<file path="src/design/can_and_reference_clock_gen_map.svh">
`ifndef CAN_AND_REFERENCE_CLOCK_GEN_MAP_SVH
`define CAN_AND_REFERENCE_CLOCK_GEN_MAP_SVH

// word offsets on the bus
`define BUS_CLOCK_CONTROL_OFS 32'h0000_0000
`define REFCLK_CONTROL_LOW_OFS 32'h0000_0004
`define REFCLK_CONTROL_HIGH_OFS 32'h0000_0008

// bus_clock_control fields
`define BUS_CLKGEN_ENABLE_BIT 15
`define BUS_CLK_SOURCE_SELECT_MSB 11
`define BUS_CLK_SOURCE_SELECT_LSB 8
`define BUS_CLK_DIVIDER_MSB 6
`define BUS_CLK_DIVIDER_LSB 0

// refclk_control_low fields
`define REFGEN_ENABLE_BIT 15
`define REFGEN_IDLE_RUN_BIT 13
`define REFGEN_PIN_OUTPUT_ENABLE_BIT 12
`define REFGEN_SLEEP_RUN_BIT 11
`define REFGEN_DIVIDER_SWITCH_REQUEST_BIT 9
`define REFGEN_ACTIVE_STATUS_BIT 8
`define REFGEN_SOURCE_SELECT_MSB 3
`define REFGEN_SOURCE_SELECT_LSB 0

// refclk_control_high fields
`define REFGEN_DIVIDER_MSB 14
`define REFGEN_DIVIDER_LSB 0

// reset values
`define BUS_CLOCK_CONTROL_RST 16'h0000
`define REFCLK_CONTROL_LOW_RST 16'h0000
`define REFCLK_CONTROL_HIGH_RST 16'h0000

// source tap counts
`define BUS_TAP_COUNT 10
`define REF_TAP_COUNT 8

`endif

</file>
<file path="src/design/clkgen_pkg.sv">
package clkgen_pkg;

    typedef enum logic [1:0] {
        REF_STOPPED,
        REF_RUNNING,
        REF_STOPPING
    } ref_state_e;

    typedef logic [3:0] src_code_t;
    typedef logic [6:0] bus_div_t;
    typedef logic [14:0] ref_div_t;

endpackage

</file>
<file path="src/design/can_and_reference_clock_gen.sv">
// Local design decisions: the register offsets and the Wishbone interface to the registers.
`timescale 1ns/1ps
`include "can_and_reference_clock_gen_map.svh"

module can_and_reference_clock_gen (
    // clock and reset
    input wire logic clk_i,
    input wire logic rst_i,
    // wishbone slave
    input wire logic wb_cyc_i,
    input wire logic wb_stb_i,
    input wire logic wb_we_i,
    input wire logic [31:0] wb_adr_i,
    input wire logic [3:0] wb_sel_i,
    input wire logic [31:0] wb_dat_i,
    output logic [31:0] wb_dat_o,
    output logic wb_ack_o,
    // power modes, same clock domain
    input wire logic idle_mode_i,
    input wire logic sleep_mode_i,
    input wire logic aux_pll_enable_i,
    // bus clock source taps, asynchronous
    input wire logic main_vco_i,
    input wire logic main_pll_out_i,
    input wire logic main_vco_div2_i,
    input wire logic main_vco_div3_i,
    input wire logic main_vco_div4_i,
    input wire logic aux_pll_post_div_i,
    input wire logic aux_pll_bypass_i,
    input wire logic aux_vco_i,
    input wire logic aux_vco_div2_i,
    input wire logic aux_vco_div3_i,
    input wire logic aux_vco_div4_i,
    // reference clock sources, asynchronous
    input wire logic system_clock_i,
    input wire logic peripheral_clock_i,
    input wire logic primary_osc_i,
    input wire logic fast_rc_osc_i,
    input wire logic low_power_rc_osc_i,
    input wire logic backup_rc_osc_i,
    input wire logic reference_input_pin_i,
    // clock outputs
    output logic bus_clk_o,
    output logic ref_clk_o,
    output logic reference_output_pin_o,
    output logic reference_output_pin_oe_n_o
);
    import clkgen_pkg::*;

    localparam int RAW_W = 18;

    // pick a synchronized tap; out-of-range codes give no clock
    function automatic logic pick_bus(input logic [9:0] taps, input src_code_t code);
        logic r;
        r = 1'b0;
        if (code != 4'h0 && code <= 4'hA) begin
            r = taps[code - 4'h1];
        end
        return r;
    endfunction

    function automatic logic pick_ref(input logic [7:0] taps, input src_code_t code);
        logic r;
        r = 1'b0;
        if (code <= 4'h7) begin
            r = taps[code[2:0]];
        end
        return r;
    endfunction

    logic [RAW_W-1:0] raw;
    logic [RAW_W-1:0] sync1_q, sync2_q, sync3_q, lvl_q, lvl_d;
    logic [9:0] bus_lvl, bus_prev;
    logic [7:0] ref_lvl, ref_prev;

    // registers
    logic bus_en_q;
    src_code_t bus_sel_q;
    bus_div_t bus_div_q;
    logic ref_en_q, ref_idle_run_q, ref_pin_en_q, ref_sleep_run_q, ref_swreq_q;
    src_code_t ref_sel_q;
    ref_div_t ref_div_q;

    // active reference settings
    src_code_t ref_sel_act_q;
    ref_div_t ref_div_act_q;
    ref_state_e ref_state_q;
    ref_div_t ref_cnt_q;
    logic ref_q, ref_active_q;

    logic [6:0] bus_cnt_q, bus_cnt_d;
    logic [7:0] bus_half;
    logic bus_q;

    logic wr_hit, rd_hit, swreq_done, ref_run_ok;
    logic bus_src_lvl, bus_src_edge, ref_src_lvl, ref_src_edge;

    assign raw = {reference_input_pin_i, backup_rc_osc_i, low_power_rc_osc_i,
                  fast_rc_osc_i, primary_osc_i, peripheral_clock_i, system_clock_i,
                  aux_vco_div4_i, aux_vco_div3_i, aux_vco_div2_i, aux_vco_i,
                  aux_pll_post_div_i, aux_pll_bypass_i,
                  main_vco_div4_i, main_vco_div3_i, main_vco_div2_i,
                  main_pll_out_i, main_vco_i};

    // a level is accepted only once stages two and three agree
    always_comb begin
        for (int i = 0; i < RAW_W; i++) begin
            lvl_d[i] = (sync2_q[i] == sync3_q[i]) ? sync3_q[i] : lvl_q[i];
        end
    end

    always_ff @(posedge clk_i) begin
        if (rst_i) begin
            sync1_q <= '0;
            sync2_q <= '0;
            sync3_q <= '0;
            lvl_q <= '0;
        end else begin
            sync1_q <= raw;
            sync2_q <= sync1_q;
            sync3_q <= sync2_q;
            lvl_q <= lvl_d;
        end
    end

    // tap order: main vco, main pll, vco/2/3/4, aux pll, aux vco, aux vco/2/3/4
    always_comb begin
        bus_lvl[4:0] = lvl_d[4:0];
        bus_lvl[5] = aux_pll_enable_i ? lvl_d[6] : lvl_d[5];
        bus_lvl[9:6] = lvl_d[10:7];
        bus_prev[4:0] = lvl_q[4:0];
        bus_prev[5] = aux_pll_enable_i ? lvl_q[6] : lvl_q[5];
        bus_prev[9:6] = lvl_q[10:7];
        ref_lvl = {lvl_d[17], lvl_d[4], lvl_d[16:11]};
        ref_prev = {lvl_q[17], lvl_q[4], lvl_q[16:11]};
    end

    assign bus_src_lvl = pick_bus(bus_lvl, bus_sel_q);
    assign bus_src_edge = bus_src_lvl & ~pick_bus(bus_prev, bus_sel_q);
    assign ref_src_lvl = pick_ref(ref_lvl, ref_sel_act_q);
    assign ref_src_edge = ref_src_lvl & ~pick_ref(ref_prev, ref_sel_act_q);

    // wishbone: ack one cycle after the request, write lands at the acked edge
    assign wr_hit = wb_cyc_i & wb_stb_i & wb_we_i & wb_ack_o;
    assign rd_hit = wb_cyc_i & wb_stb_i & ~wb_ack_o;

    always_ff @(posedge clk_i) begin
        if (rst_i) begin
            wb_ack_o <= 1'b0;
        end else begin
            wb_ack_o <= wb_cyc_i & wb_stb_i & ~wb_ack_o;
        end
    end

    always_ff @(posedge clk_i) begin
        if (rst_i) begin
            wb_dat_o <= 32'h0000_0000;
        end else if (rd_hit) begin
            if (wb_adr_i == `BUS_CLOCK_CONTROL_OFS) begin
                wb_dat_o <= {16'h0000, bus_en_q, 3'h0, bus_sel_q, 1'b0, bus_div_q};
            end else if (wb_adr_i == `REFCLK_CONTROL_LOW_OFS) begin
                wb_dat_o <= {16'h0000, ref_en_q, 1'b0, ref_idle_run_q, ref_pin_en_q,
                             ref_sleep_run_q, 1'b0, ref_swreq_q, ref_active_q,
                             4'h0, ref_sel_q};
            end else if (wb_adr_i == `REFCLK_CONTROL_HIGH_OFS) begin
                wb_dat_o <= {17'h0_0000, ref_div_q};
            end else begin
                wb_dat_o <= 32'h0000_0000;
            end
        end
    end

    always_ff @(posedge clk_i) begin
        if (rst_i) begin
            {bus_en_q, bus_sel_q, bus_div_q} <= 12'h000;
        end else if (wr_hit && wb_adr_i == `BUS_CLOCK_CONTROL_OFS) begin
            if (wb_sel_i[1]) begin
                bus_en_q <= wb_dat_i[`BUS_CLKGEN_ENABLE_BIT];
                bus_sel_q <= wb_dat_i[`BUS_CLK_SOURCE_SELECT_MSB:`BUS_CLK_SOURCE_SELECT_LSB];
            end
            if (wb_sel_i[0]) begin
                bus_div_q <= wb_dat_i[`BUS_CLK_DIVIDER_MSB:`BUS_CLK_DIVIDER_LSB];
            end
        end
    end

    always_ff @(posedge clk_i) begin
        if (rst_i) begin
            {ref_en_q, ref_idle_run_q, ref_pin_en_q, ref_sleep_run_q} <= 4'h0;
            ref_sel_q <= 4'h0;
        end else if (wr_hit && wb_adr_i == `REFCLK_CONTROL_LOW_OFS) begin
            if (wb_sel_i[1]) begin
                ref_en_q <= wb_dat_i[`REFGEN_ENABLE_BIT];
                ref_idle_run_q <= wb_dat_i[`REFGEN_IDLE_RUN_BIT];
                ref_pin_en_q <= wb_dat_i[`REFGEN_PIN_OUTPUT_ENABLE_BIT];
                ref_sleep_run_q <= wb_dat_i[`REFGEN_SLEEP_RUN_BIT];
            end
            if (wb_sel_i[0]) begin
                ref_sel_q <= wb_dat_i[`REFGEN_SOURCE_SELECT_MSB:`REFGEN_SOURCE_SELECT_LSB];
            end
        end
    end

    always_ff @(posedge clk_i) begin
        if (rst_i) begin
            ref_div_q <= 15'h0000;
        end else if (wr_hit && wb_adr_i == `REFCLK_CONTROL_HIGH_OFS) begin
            if (wb_sel_i[1]) begin
                ref_div_q[14:8] <= wb_dat_i[14:8];
            end
            if (wb_sel_i[0]) begin
                ref_div_q[7:0] <= wb_dat_i[7:0];
            end
        end
    end

    // a software set in the completing cycle wins over the hardware clear
    always_ff @(posedge clk_i) begin
        if (rst_i) begin
            ref_swreq_q <= 1'b0;
        end else if (wr_hit && wb_adr_i == `REFCLK_CONTROL_LOW_OFS && wb_sel_i[1]) begin
            ref_swreq_q <= wb_dat_i[`REFGEN_DIVIDER_SWITCH_REQUEST_BIT];
        end else if (swreq_done) begin
            ref_swreq_q <= 1'b0;
        end
    end

    // bus clock divider
    assign bus_half = ({1'b0, bus_div_q} + 8'h01) >> 1;

    always_comb begin
        bus_cnt_d = bus_cnt_q;
        if (bus_src_edge) begin
            bus_cnt_d = (bus_cnt_q >= bus_div_q) ? 7'h00 : bus_cnt_q + 7'h01;
        end
    end

    always_ff @(posedge clk_i) begin
        if (rst_i || !bus_en_q || bus_sel_q == 4'h0 || bus_sel_q > 4'hA) begin
            bus_cnt_q <= 7'h00;
            bus_q <= 1'b0;
        end else begin
            bus_cnt_q <= bus_cnt_d;
            if (bus_div_q == 7'h00) begin
                bus_q <= bus_src_lvl;
            end else if (bus_src_edge) begin
                bus_q <= ({1'b0, bus_cnt_d} < bus_half);
            end
        end
    end

    // reference generator
    assign ref_run_ok = ref_en_q
                        & ~(idle_mode_i & ~ref_idle_run_q)
                        & ~(sleep_mode_i & ~ref_sleep_run_q);
    // changes only while the output is low, so no runt pulse escapes
    assign swreq_done = (ref_state_q == REF_RUNNING) && ref_swreq_q && !ref_q;

    always_ff @(posedge clk_i) begin
        if (rst_i) begin
            ref_state_q <= REF_STOPPED;
            ref_sel_act_q <= 4'h0;
            ref_div_act_q <= 15'h0000;
            ref_cnt_q <= 15'h0000;
            ref_q <= 1'b0;
        end else begin
            case (ref_state_q)
                REF_STOPPED: begin
                    ref_q <= 1'b0;
                    if (ref_run_ok) begin
                        ref_sel_act_q <= ref_sel_q;
                        ref_div_act_q <= ref_div_q;
                        ref_cnt_q <= 15'h0000;
                        ref_state_q <= REF_RUNNING;
                    end
                end
                REF_RUNNING, REF_STOPPING: begin
                    if (ref_state_q == REF_RUNNING && !ref_run_ok) begin
                        ref_state_q <= REF_STOPPING;
                    end
                    if (swreq_done) begin
                        ref_sel_act_q <= ref_sel_q;
                        ref_div_act_q <= ref_div_q;
                        ref_cnt_q <= 15'h0000;
                    end else if (ref_state_q == REF_STOPPING && !ref_q) begin
                        ref_state_q <= REF_STOPPED;
                    end else if (ref_div_act_q == 15'h0000) begin
                        // rises only on a source edge, so a mid-phase start cuts no pulse
                        ref_q <= ref_src_lvl & (ref_q | ref_src_edge);
                    end else if (ref_src_edge) begin
                        if (ref_cnt_q >= ref_div_act_q - 15'h0001) begin
                            ref_cnt_q <= 15'h0000;
                            ref_q <= ~ref_q;
                        end else begin
                            ref_cnt_q <= ref_cnt_q + 15'h0001;
                        end
                    end
                end
                default: begin
                    ref_state_q <= REF_STOPPED;
                end
            endcase
        end
    end

    always_ff @(posedge clk_i) begin
        if (rst_i) begin
            ref_active_q <= 1'b0;
            bus_clk_o <= 1'b0;
            ref_clk_o <= 1'b0;
            reference_output_pin_o <= 1'b0;
            reference_output_pin_oe_n_o <= 1'b1;
        end else begin
            ref_active_q <= (ref_state_q != REF_STOPPED);
            bus_clk_o <= bus_q;
            ref_clk_o <= ref_q;
            reference_output_pin_o <= ref_q & ref_pin_en_q;
            reference_output_pin_oe_n_o <= ~(ref_pin_en_q & ref_en_q);
        end
    end

endmodule

</file>
<file path="config.mk">
export PLATFORM = sky130hd
export DESIGN_NAME = can_and_reference_clock_gen
export DESIGN_NICKNAME = d
export VERILOG_FILES = /design/src/design/clkgen_pkg.sv /design/src/design/can_and_reference_clock_gen.sv
export VERILOG_INCLUDE_DIRS = /design/src /design/src/design
export SDC_FILE = /design/constraint.sdc
export NUM_CORES = 1
export LEC_CHECK = 0
export BUFFER_PORTS_ARGS = -buffer_cell sky130_fd_sc_hd__buf_2
export CAP_MARGIN = 20
export CORE_ASPECT_RATIO = 1.5
export CORE_MARGIN = 3
export CORE_UTILIZATION = 40
export DETAILED_ROUTE_END_ITERATION = 10
export SLEW_MARGIN = 20
export SYNTH_ARGS = -nofsm -noshare
export SYNTH_HDL_FRONTEND = slang
export SYNTH_SLANG_ARGS = --single-unit
</file>
<file path="constraint.sdc">
create_clock -name clk_i -period 5.12 [get_ports clk_i]
set_input_delay 0 -clock clk_i [delete_from_list [all_inputs] [get_ports clk_i]]
set_output_delay 0 -clock clk_i [all_outputs]
set_load 0.02 [all_outputs]
</file>
* Word level (Yosys, flattened, before mapping)
Index checks and enable logic that the tools add are counted.
Word-level totals: logic and storage cells 196, output and inout port bits 37, bits in registers 191
Operators by class: muxes and demuxes 65, reduce and logical (&&, ||, !) cells 35, magnitude comparators 8, bitwise operators 23, add/sub/neg operators 5, eq/ne operators 31
Operators by type and width (count):
- 2-to-1 mux 15 bit | 9
- case mux 15 bit (2 select lines) | 2
- 2-to-1 mux 1 bit | 37
- == test 32 x 3 -> 1 bit (second input constant) | 1
- == test 32 x 4 -> 1 bit (second input constant) | 1
- zero test 32 bit | 1
- 2-to-1 mux 16 bit | 2
- == test 1 bit | 18
- adder 15 x 1 -> 15 bit (second input constant) | 1
- >= comparator 15 bit | 1
- zero test 15 bit | 1
- != test 3 bit (second input constant) | 5
- subtractor 15 x 1 -> 15 bit (second input constant) | 1
- 2-to-1 mux 7 bit | 2
- AND 1 bit | 13
- AND reduction 2 bit | 6
- AND reduction 5 bit | 2
- logical AND 1 bit | 9
- NOT 1 bit | 9
- adder 7 x 1 -> 8 bit (second input constant) | 1
- binary-select mux 1 bit (select 4 bit) | 2
- 2-to-1 mux 2 bit | 4
- 2-to-1 mux 4 bit | 2
- != test 2 bit (second input constant) | 4
- 25 further kinds | 33

* Longest topological paths before layout
Gate-level depths: netlist of the first run.
word-level depth 12, depth in mapped cells 17, gate-level depth less buffers 14

* Worst setup path after synthesis of the first run
No wires, ideal clock.
path kind register to register, start register bus_sel_q[0], end register bus_q, stages on the path, launching flop included 18, setup time 0.059 ns, path slack 1.353 ns, arrival time 3.708 ns, period minus slack after synthesis 3.767 ns, path through dfxtp_1 buf_2 inv_1 ha_1 clkbuf_1 or2_2 o22ai_1 nor4_1 a31oi_1 o22ai_2 nor2b_1 buf_2 a22o_1 ha_1 a21o_1 a21o_1 a2111oi_0 a31o_1
Between the ends: longest elaborated chain between the ends 10
RTL lines:
- start, declared | RTL line can_and_reference_clock_gen.sv:78 | src_code_t bus_sel_q;
- start signal, assigned | RTL line can_and_reference_clock_gen.sv:179 | bus_sel_q <= wb_dat_i[`BUS_CLK_SOURCE_SELECT_MSB:`BUS_CLK_SOURCE_SELECT_LSB];
- subtractor 4 x 1 -> 4 bit | RTL line can_and_reference_clock_gen.sv:57 | r = taps[code - 4'h1];
- binary-select mux 1 bit (select 4 bit) | RTL line can_and_reference_clock_gen.sv:57
- 2-to-1 mux 1 bit (not written as such) | RTL line can_and_reference_clock_gen.sv:57
- 2-to-1 mux 1 bit | RTL line can_and_reference_clock_gen.sv:56 | if (code != 4'h0 && code <= 4'hA) begin
- NOT 1 bit | RTL line can_and_reference_clock_gen.sv:139 | assign bus_src_edge = bus_src_lvl & ~pick_bus(bus_prev, bus_sel_q);
- AND 1 bit (*) | RTL line can_and_reference_clock_gen.sv:139
- 2-to-1 mux 7 bit (*) | RTL line can_and_reference_clock_gen.sv:233 | if (bus_src_edge) begin
- via bus_cnt_d[4] | RTL line can_and_reference_clock_gen.sv:91 | logic [6:0] bus_cnt_q, bus_cnt_d;
- less-than comparator 7 bit (*) | RTL line can_and_reference_clock_gen.sv:247 | bus_q <= ({1'b0, bus_cnt_d} < bus_half);
- 2-to-1 mux 1 bit (*) | RTL line can_and_reference_clock_gen.sv:246 | end else if (bus_src_edge) begin
- 2-to-1 mux 1 bit (*) | RTL line can_and_reference_clock_gen.sv:244 | if (bus_div_q == 7'h00) begin
- end signal, assigned | RTL line can_and_reference_clock_gen.sv:245 | bus_q <= bus_src_lvl;
- end signal, assigned | RTL line can_and_reference_clock_gen.sv:247
- end, declared | RTL line can_and_reference_clock_gen.sv:93 | logic bus_q;
The timed path passes the listed nets; every way through them passes the cells marked *. The select of a mux whose other input is x is not followed. A chain may end at the register's enable or synchronous reset.

* Worst setup path in the final report of the first run
Ends and elaborated chain as after synthesis.

==> results of run 1 <==
## power by group through the flow
stage / combinational, W / clock [W] / sequential [W]
2_1_floorplan: 0.0000637 / 0 / 0.00142
3_3_place_gp: 0.000108 / 0 / 0.00142
5_1_grt: 0.000141 / 0.00139 / 0.00139
3_5_place_dp: 0.000108 / 0 / 0.00142
4_1_cts: 0.000129 / 0.00134 / 0.00139
6_report: 0.000128 / 0.00131 / 0.00139
## final cells by class
cell class | count | share of cell area [%]
timing repair buffer | 138 | 8.997
clock inverter | 13 | 1.461
tap | 260 | 3.304
clock buffer | 19 | 4.499
inverter | 40 | 1.525
multi-input combinational | 665 | 44.63
sequential | 175 | 35.58
## metal layers
metal  routed length, um  vias up  global-route usage [%]
met1                8677     3202                   21.79
met3                 632       33                   3.876
li1                    -     3455                       -
met4                 582        0                   7.361
met2               10250      122                   31.18
met5                   0        -                       0
## kinds of logic (layout without fill, tap and decap cells)
family / count (synthesis) / after routing / share of synthesized area, %
compound gates: 167 / 167 / 13.52
xor+xnor: 22 / 22 / 2.327
fa+ha+maj: 52 / 52 / 7.463
buf+inv: 95 / 210 / 5.378
flops: 175 / 175 / 42.30
mux: 52 / 52 / 6.768
other cells: 1 / 16 / 0.04528
simple gates: 356 / 356 / 22.19
## state kept, by name, indices dropped and copies added (netlist names), 2 cells and up
register	flops
ref_div_act_q	15
sync2_q	18
ref_sel_act_q	4
bus_sel_q	4
bus_div_q	7
ref_cnt_q	15
ref_state_q	2
ref_sel_q	4
lvl_q	18
bus_cnt_q	7
wb_dat_o	16
ref_div_q	15
sync1_q	18
sync3_q	18
## layout by cell type (no fill, tap or decap), types with 25 or more instances in the layout
cell type      instances
buf_2                 95
nor2_1                89
inv_1                 39
dlygate4sd3_1         35
nand2_1               53
dfxtp_1              175
nand3_1               37
mux2i_1               47
ha_1                  39
a21oi_1               60
nor3_1                25
nor2b_1               60
## worst register-to-register path, stage by stage (launching register included)
cell and delay [ns]:
dfxtp_1 0.57, inv_1 0.21, ha_1 0.52, or2_2 0.19
o22ai_1 0.08, nor4_1 0.22, a31oi_1 0.11, o22ai_2 0.38
nor2b_1 0.70, a22o_1 0.24, ha_1 0.24, a21o_1 0.16
a21o_1 0.16, a2111oi_0 0.43, a31o_1 0.20
## final timing paths
path,startpoint,to,cells after the start
min,wb_adr_i[8],wb_dat_o[7],6
max reg2reg,bus_sel_q[0],bus_q,14
max,bus_sel_q[0],bus_q,14
min reg2reg,sync1_q[13],sync2_q[13],1
## metrics by stage
| step | area [um2] | setup WS [ns] |
|---|---|---|
| after global routing | 9846 | 0.2969 |
| after CTS | 9841 | 0.6305 |
| after detailed placement | 8904 | 0.6600 |
| after floorplan | 8338 | 1.353 |
| final | 9846 | 0.6681 |
| after global placement | 8904 | 0.7479 |
## timing repair
item / in CTS / in global routing
resized for setup: 0 / 0
hold buffers: 35 / 0
endpoints found under the setup margin: 0 / 0
endpoints found under the hold margin: 56 / 0
==> metrics.md, run 1 <==
| Metric | Value |
|---|---|
| Total GRT Usage | `~18%` |
| PnR Total Power | `0.002827 W` |
| WP data required | `5.51 ns` |
| RSZ-0062 raised after global routing | `no` |
| FF+latch count, synth | `175` |
| EDFF count, synth | `0` |
| Clock Latency Late Sink | `~0.44 ns` |
| Die H | `182.2 um` |
| Num CTS Buffers | `17` |
| Internal power | `0.002145 W` |
| Final setup fails | `0` |
| Detailed placement HPWL | `14.42 mm` |
| Synthesis-to-layout area growth | `18.88%` |
| Post-CTS setup buffer count | `0` |
| Worst-path cell chain | `inv_1 -> ha_1 -> or2_2 -> o22ai_1 -> nor4_1 -> a31oi_1 -> o22ai_2 -> nor2b_1 -> a22o_1 -> ha_1 -> a21o_1 -> a21o_1 -> a2111oi_0 -> a31o_1` |
| Setup TNS | `0 ns` |
| CP Capture Type | `flip-flop` |
| Slowest-stage cell, CP | `nor2b_1` |
| Max FO, Critical Path | `12` |
| # nets final | `1170` |
| Max incr delay on CP | `0.70 ns` |
| Top-area cell type share of the netlist area | `42.30%` |
| Clock slew at reported path FFs | `about 0.07 ns` |
| First-pass GRT wire length | `32.21 mm` |
| Post-Route Utilization | `49.18%` |
| Pins Over Slew Limit | `0` |
| Switch Pwr | `slightly below 0.0007 W` |
| DRC Markers | `0` |
| Core area | `0.02002 mm2` |
| Via-per-instance ratio | `roughly 5.2` |
| Final Non-Filler Cells | `1310` |
| Leak | `approximately 3.9 nW` |
| Clock root buffer master | `clkbuf_16` |
| Most common flop cell mapped by yosys | `dfxtp_1` |
| Worst path bufs/invs | `1` |
| Ys async rst share | `0%` |
| Sw frac | `24.14%` |
| Worst-margin pin slew | `0.8706 ns` |
| Library cells used by synthesis | `71` |
| 1st-pass router iterations | `4` |
| Top delay family on crit path | `compound AO/OA/AOI/OAI gates` |
| Syn Area/Cell | `9.002 um2` |
| Die Span X | `123.5 um` |
| Worst vdd ir | `0.0002288 V` |
| Fillers | `1933` |
| Max cap viols | `0` |
| Starting Density | `41.36%` |
| Antenna violations before repair | `0` |
| Mapped Cells | `just over 900` |
| Largest cells by area after synthesis | `dfxtp_1 (42%), ha_1 (5.9%), mux2i_1 (5.7%), nor2b_1 (4.5%), nor2_1 (4.0%)` |
| Pin count of the biggest net entering global routing | `78` |
| Routed Antenna Nets | `0` |
| Fin Clk Skew | `0.01317 ns` |
| Slew headroom | `between 40% and 50%` |
| Number of global-route vias before repair | `approximately 6500` |
| Clock Sink Count | `175` |
| Sequential share of the synthesized area | `42.30%` |
| HP Class | `input pin to flip-flop` |
| Peak Freq | `around 220 MHz` |
| Routed wire length per instance | `between 15 and 20 um` |
| Row cnt | `63` |
| DR vias | `6812` |
| Endpoints failing hold | `0` |
| Status | `complete, no violations` |
| Share of power burned in the clock network | `a little under half` |
| Hold_ws | `0.03650 ns` |
| DRT iter0 DRCs | `318` |
| Routed wire length | `20.14 mm` |
| Gate power share | `under 10%` |
| Port bufs | `96` |
| Crit path arrival time | `4.84 ns` |
| Worst Path Class, Setup | `flip-flop to flip-flop` |
| Most frequent cells after synthesis | `dfxtp_1 (175), nor2_1 (89), a21oi_1 (60), nor2b_1 (60), nand2_1 (53)` |
| Type of origin of the critical path | `flip-flop` |
| # diodes | `0` |
| Share of layout cells above drive strength 1 | `between 10 and 15%` |
| Syn. warnings | `0` |
| Ports | `131` |
| FF/Latch Area | `0.003503 mm2` |
| Mapped Area | `between 0.008 and 0.009 mm2` |
| Tcrit/Tclk final | `86.95%` |
| CTS tree | `done` |
| CTS Buffer Depth | `2` |
| H-tree depth | `4` |
| Sequential fraction of design power | `49.1%` |
| Top-count cell post-synth | `dfxtp_1` |
| Placed Instances | `1243` |
| Overflow after GRT | `0` |
| Die area | `0.02250 mm2` |
| GP Congestion | `0.8473` |
| Reg2Reg Setup Slack | `0.67 ns` |
| Multi-input logic area | `0.004394 mm2` |
| Area leader, netlist | `dfxtp_1` |
| Min Tclk post-route | `4.452 ns` |
| Power per Cell Area | `around 290 mW/mm2` |
No activity file was read; power rests on OpenSTA's default activity.
==> run 2: changes to the inputs <==
- CORE_ASPECT_RATIO: 1.5 -> default
==> run 2 against run 1 <==
Compared with the run above:
- combinational power hardly changed
- hold slack improved by 0.023 ns
- non-clock buffer count is 5 higher
- cell count up 1.1%
- critical endpoint unchanged
- utilization decreased by 0.35 points
- clock skew is 0.0014 ns lower
- power fell by 0.68%
- flip-flop and latch count unchanged
- fmax up 5.5%
- largest cell class unchanged
==> metrics.md, run 2 (synthesis gave the netlist of run 1 again) <==
| Metric | Value |
|---|---|
| Power per Cell Area | `283.3 mW/mm2` |
| Post-CTS setup buffer count | `0` |
| Die H | `149.9 um` |
| Core area | `0.02030 mm2` |
| DR vias | `between 6000 and 7000` |
| Die Span X | `approximately 150 um` |
| Final setup fails | `0` |
| Clock slew at reported path FFs | `0.07 ns` |
| CTS Buffer Depth | `2` |
| H-tree depth | `4` |
| Detailed placement HPWL | `roughly 14 mm` |
| DRC Markers | `0` |
| Number of global-route vias before repair | `around 6200` |
| First-pass GRT wire length | `30.95 mm` |
| PostCTS Resize Cnt | `0` |
| Setup TNS | `0 ns` |
| Via-per-instance ratio | `5.136` |
| Fillers | `1943` |
| Reg2Reg Setup Slack | `0.90 ns` |
| Row cnt | `52` |
| WP data required | `5.50 ns` |
| Cts hold-fix bufs | `42` |
| Worst-margin pin slew | `a little over 1 ns` |
| # diodes | `0` |
| Max cap viols | `0` |
| Max FO, Critical Path | `12` |
| Total GRT Usage | `17.15%` |
| Commonest non-fill, non-tap cell in the layout | `dfxtp_1` |
| # nets final | `1175` |
| Worst Path Class, Setup | `flip-flop to flip-flop` |
| Antenna violations before repair | `0` |
| Leak | `3.956 nW` |
| Worst vdd ir | `0.0001683 V` |
| Tcrit/Tclk final | `82.46%` |
| Starting Density | `just over 40%` |
| Pins Over Slew Limit | `0` |
| Commonest non-fill, non-tap cells in the layout | `dfxtp_1 (175), buf_2 (95), nor2_1 (89)` |
| Die area | `0.02247 mm2` |
| Ports | `131` |
| Clock Sink Count | `175` |
| Routed Antenna Nets | `0` |
| Share of layout cells above drive strength 1 | `between 10% and 20%` |
| Routed wire length per instance | `14.51 um` |
| Num CTS Buffers | `17` |
| HP Class | `input pin to flip-flop` |
| 1st-pass router iterations | `5` |
| Overflow after GRT | `0` |
| PnR Total Power | `0.002808 W` |
| Port bufs | `96` |
| Peak Freq | `236.9 MHz` |
| Min Tclk post-route | `4.222 ns` |
| Clock root buffer master | `clkbuf_16` |
| Endpoints failing hold | `0` |
| Routed wire length | `19.23 mm` |
| Crit path arrival time | `4.60 ns` |
| RSZ-0062 raised after global routing | `no` |
| Synthesis-to-layout area growth | `19.67%` |
| Slew headroom | `30.54%` |
| Fin Clk Skew | `between 0.01 and 0.015 ns` |
| DRT iter0 DRCs | `about 340` |
| Status | `complete, no violations` |
| Pin count of the biggest net entering global routing | `70` |
| CP Capture Type | `flip-flop` |
| Type of origin of the critical path | `flip-flop` |
| GP Congestion | `0.7824` |
| Clock Latency Late Sink | `0.44 ns` |
| CTS tree | `done` |
-- run 2: changes by cell type in the layout (fill, tap and decap cells not counted), sizes merged --
cell / change
clkbuf: -1
dlygate4sd3: +7
clkinv: +1
buf: -2
-- run 2: per-layer routing --
metal  vias to the layer above  GRT usage (%)  routed length [um]
li1                       3470              -                   -
met1                      3146          24.83                9578
met2                       170          25.50                8428
met3                        19          3.725                 928
met4                         0          5.261                 293
met5                         -              0                   0
-- run 2: final timing paths --
path	to	cells after the start	start
setup / recovery	bus_q	14	bus_sel_q[0]
hold / removal	bus_div_q[6]	5	wb_sel_i[0]
setup reg to reg	bus_q	14	bus_sel_q[0]
hold reg to reg	sync2_q[14]	1	sync1_q[14]
-- run 2: worst max-delay path, cell delays in order, from the launching register on --
cell	delay, ns
dfxtp_1	0.59
inv_1	0.22
ha_1	0.28
xnor2_1	0.40
o21ai_0	0.17
nor4_1	0.22
a31oi_1	0.13
o22ai_2	0.39
o21ai_0	0.23
a22o_1	0.28
ha_1	0.30
a21o_1	0.17
a21o_1	0.17
a2111oi_0	0.42
a31o_1	0.20
-- run 2: per-stage QoR --
step	area [um2]	setup slack (ns)	std cells	hold WS (ns)	utilization (%)
3_3_place_gp	8901	0.9815	1251	0.2090	43.85
6_report	9911	0.8983	1325	0.05945	48.82
4_1_cts	9906	0.9112	1325	0.03498	48.80
2_1_floorplan	8338	1.353	935	0.1282	-
3_5_place_dp	8901	0.9736	1251	0.2132	43.85
5_1_grt	9911	0.5121	1325	0.09779	48.82
-- run 2: final cells by class --
type                    count  area [um2]  area share (%)
clock buffers              18       439.2           4.431
flip-flops and latches    175        3503           35.35
clock inverters            14       145.1           1.464
multi-input cells         665        4394           44.34
inverters                  40       150.1           1.515
repair buffers            143       940.9           9.494
well taps                 270       337.8           3.409
-- run 2: report_power, final --
group / switching, W / leakage (nW) / total (W) / internal (W)
Sequential: 0.00000899 / 1.42 / 0.00139 / 0.00138
Clock: 0.000585 / 0.284 / 0.00129 / 0.000701
Combinational: 0.0000717 / 2.25 / 0.000131 / 0.0000596
Total: 0.000666 / 3.96 / 0.00281 / 0.00214
==> run 3: changes to the inputs <==
- clock period: 5.12 -> 3.4 ns (I/O delays scaled with it)
==> run 3 against run 2 <==
Compared with the run above:
- power is 54% higher
- combinational power is 48% higher
- critical path depth stayed put
- non-clock buffer count is 17 higher
- clock power is 57% higher
- hold slack better by 0.0014 ns
- largest cell class unchanged
- sequential share of layout area is 0.81 points lower
- fmax is 32% higher
- final area is 2.4% higher
- global-route usage is 0.51 points higher
- clock skew is 0.0046 ns lower
==> metrics.md, run 3 (synthesis gave the netlist of run 1 again) <==
| Metric | Value |
|---|---|
| WP data required | `3.72 ns` |
| Commonest non-fill, non-tap cell in the layout | `dfxtp_1` |
| # nets final | `1192` |
| Sw frac | `a little under a quarter` |
| Max cap viols | `0` |
| Sequential fraction of design power | `48.5%` |
| Share of layout cells above drive strength 1 | `17.26%` |
| RSZ-0062 raised after global routing | `yes` |
| Clock root buffer master | `clkbuf_16` |
| Num CTS Buffers | `17` |
| Antenna violations before repair | `0` |
| Port bufs | `96` |
| Gate power share | `4.5%` |
| Switch Pwr | `0.001013 W` |
| Clock Latency Late Sink | `about 0.43 ns` |
| Total GRT Usage | `17.66%` |
| Number of global-route vias before repair | `6353` |
| Worst Path Class, Setup | `flip-flop to flip-flop` |
| Die area | `0.02247 mm2` |
| Ports | `about 130` |
| Routed wire length | `19.46 mm` |
| Core area | `0.02030 mm2` |
| Type of origin of the critical path | `flip-flop` |
| Clock Sink Count | `~180` |
| CP Capture Type | `flip-flop` |
| Slew headroom | `44.56%` |
| 1st-pass router iterations | `6` |
| H-tree depth | `4` |
| Endpoints failing hold | `0` |
| Crit path arrival time | `3.52 ns` |
| Critical R2R Launch | `bus_sel_q[0]` |
| Synthesis-to-layout area growth | `22.53%` |
| Share of power burned in the clock network | `47.0%` |
| Overflow after GRT | `0` |
| CTS Buffer Depth | `2` |
| Worst reg2reg endpoint | `bus_q` |
| Worst-margin pin slew | `0.8252 ns` |
| Routed Antenna Nets | `0` |
| Pins Over Slew Limit | `0` |
| CTS tree | `done` |
| Final setup fails | `0` |
| Cells on worst reg2reg path | `14` |
| Fin Clk Skew | `0.007234 ns` |
| Tcrit/Tclk final | `between 90% and 100%` |
| PnR Total Power | `0.004314 W` |
| Clock slew at reported path FFs | `0.07 ns` |
| Detailed placement HPWL | `13.81 mm` |
| Via-per-instance ratio | `between 5 and 6` |
| Peak Freq | `312.9 MHz` |
| # diodes | `0` |
| Commonest non-fill, non-tap cells in the layout | `dfxtp_1 (174), buf_2 (95), nor2_1 (89)` |
| Die Span X | `149.9 um` |
| DRT iter0 DRCs | `421` |
| Setup WS post-layout | `0.2043 ns` |
| DR vias | `just under 7000` |
| Crit path launch | `bus_sel_q[0]` |
| Status | `complete, no violations` |
| Pin count of the biggest net entering global routing | `95` |
| Starting Density | `40.80%` |
| Leak | `4.080 nW` |
| Pre-CTS setup slack | `-0.08055 ns` |
| End point of the critical path | `bus_q` |
| HP Class | `input pin to flip-flop` |
| Internal power | `roughly 0.0033 W` |
| Reg2Reg Setup Slack | `0.20 ns` |
| First-pass GRT wire length | `32.01 mm` |
| Worst vdd ir | `0.0002750 V` |
| Power per Cell Area | `425.1 mW/mm2` |
| GP Congestion | `0.7869` |
| Max FO, Critical Path | `11` |
| Routed wire length per instance | `around 15 um` |
| Die H | `149.9 um` |
| Row cnt | `52` |
| DRC Markers | `0` |
| Min Tclk post-route | `~3.2 ns` |
-- run 3: worst min-delay path by stage --
stage / cells after the start / startpoint / end / slack [ns]
final: 2 / rst_i / ref_div_q[3] / 0.06
after global routing: 2 / rst_i / ref_div_q[8] / 0.09
after CTS: 2 / rst_i / ref_sel_q[3] / 0.06
after detailed placement: 2 / main_vco_div4_i / sync1_q[4] / 0.21
after global placement: 2 / aux_vco_i / sync1_q[7] / 0.21
after floorplan: 1 / main_vco_i / sync1_q[0] / 0.13
-- run 3: power groups by stage --
stage	logic (W)	clock network, W	registers, W
floorplan	0.0000960	0	0.00214
global placement	0.000163	0	0.00214
detailed placement	0.000164	0	0.00214
CTS	0.000194	0.00207	0.00209
global route	0.000215	0.00215	0.00210
finish	0.000194	0.00203	0.00209
-- run 3: repair_timing --
item,in CTS,in global routing
endpoints found under the hold margin,55,0
setup buffers,0,3
setup endpoints to repair,9,12
hold buffers,35,0
gates resized for setup,1,14
pin swaps,0,2
-- run 3: final cells by class --
cell class | instances | area, um2
Clock buffer | 18 | 439.2
Clock inverter | 14 | 172.7
Fill cell | 1939 | 10150
Inverter | 40 | 150.1
Multi-Input combinational cell | 665 | 4476
Sequential cell | 175 | 3505
Tap cell | 270 | 337.8
Timing Repair Buffer | 160 | 1067
-- run 3: metrics by stage --
step	hold slack [ns]	utilization, %	TNS, ns	cells	instance area, um2
6_report	0.06087	49.99	0	1342	10150
5_1_grt	0.08819	49.99	-0.01590	1342	10150
4_1_cts	0.05731	49.53	0	1339	10050
3_5_place_dp	0.2133	44.76	-0.5070	1272	9086
3_3_place_gp	0.2070	44.76	0	1272	9086
2_1_floorplan	0.1282	-	0	935	8376
-- run 3: metal layers --
layer | GRT usage, % | wire (um) | vias to the layer above
li1 | - | - | 3502
met1 | 24.92 | 9820 | 3116
met2 | 27.55 | 8572 | 138
met3 | 3.331 | 781 | 22
met4 | 5.078 | 287 | 0
met5 | 0 | 0 | -
-- run 3: worst max-delay path, cell delays in order, from the launching register on --
cell and delay (ns):
dfxtp_2 0.32, buf_4 0.17, nor3_1 0.23, xor2_1 0.16, nor4_1 0.36, a31oi_2 0.10, o22ai_4 0.28, buf_4 0.18
o21ai_0 0.10, a22o_1 0.26, ha_1 0.30, nand3_1 0.07, o21ai_0 0.23, nand2_1 0.09, a31o_1 0.22
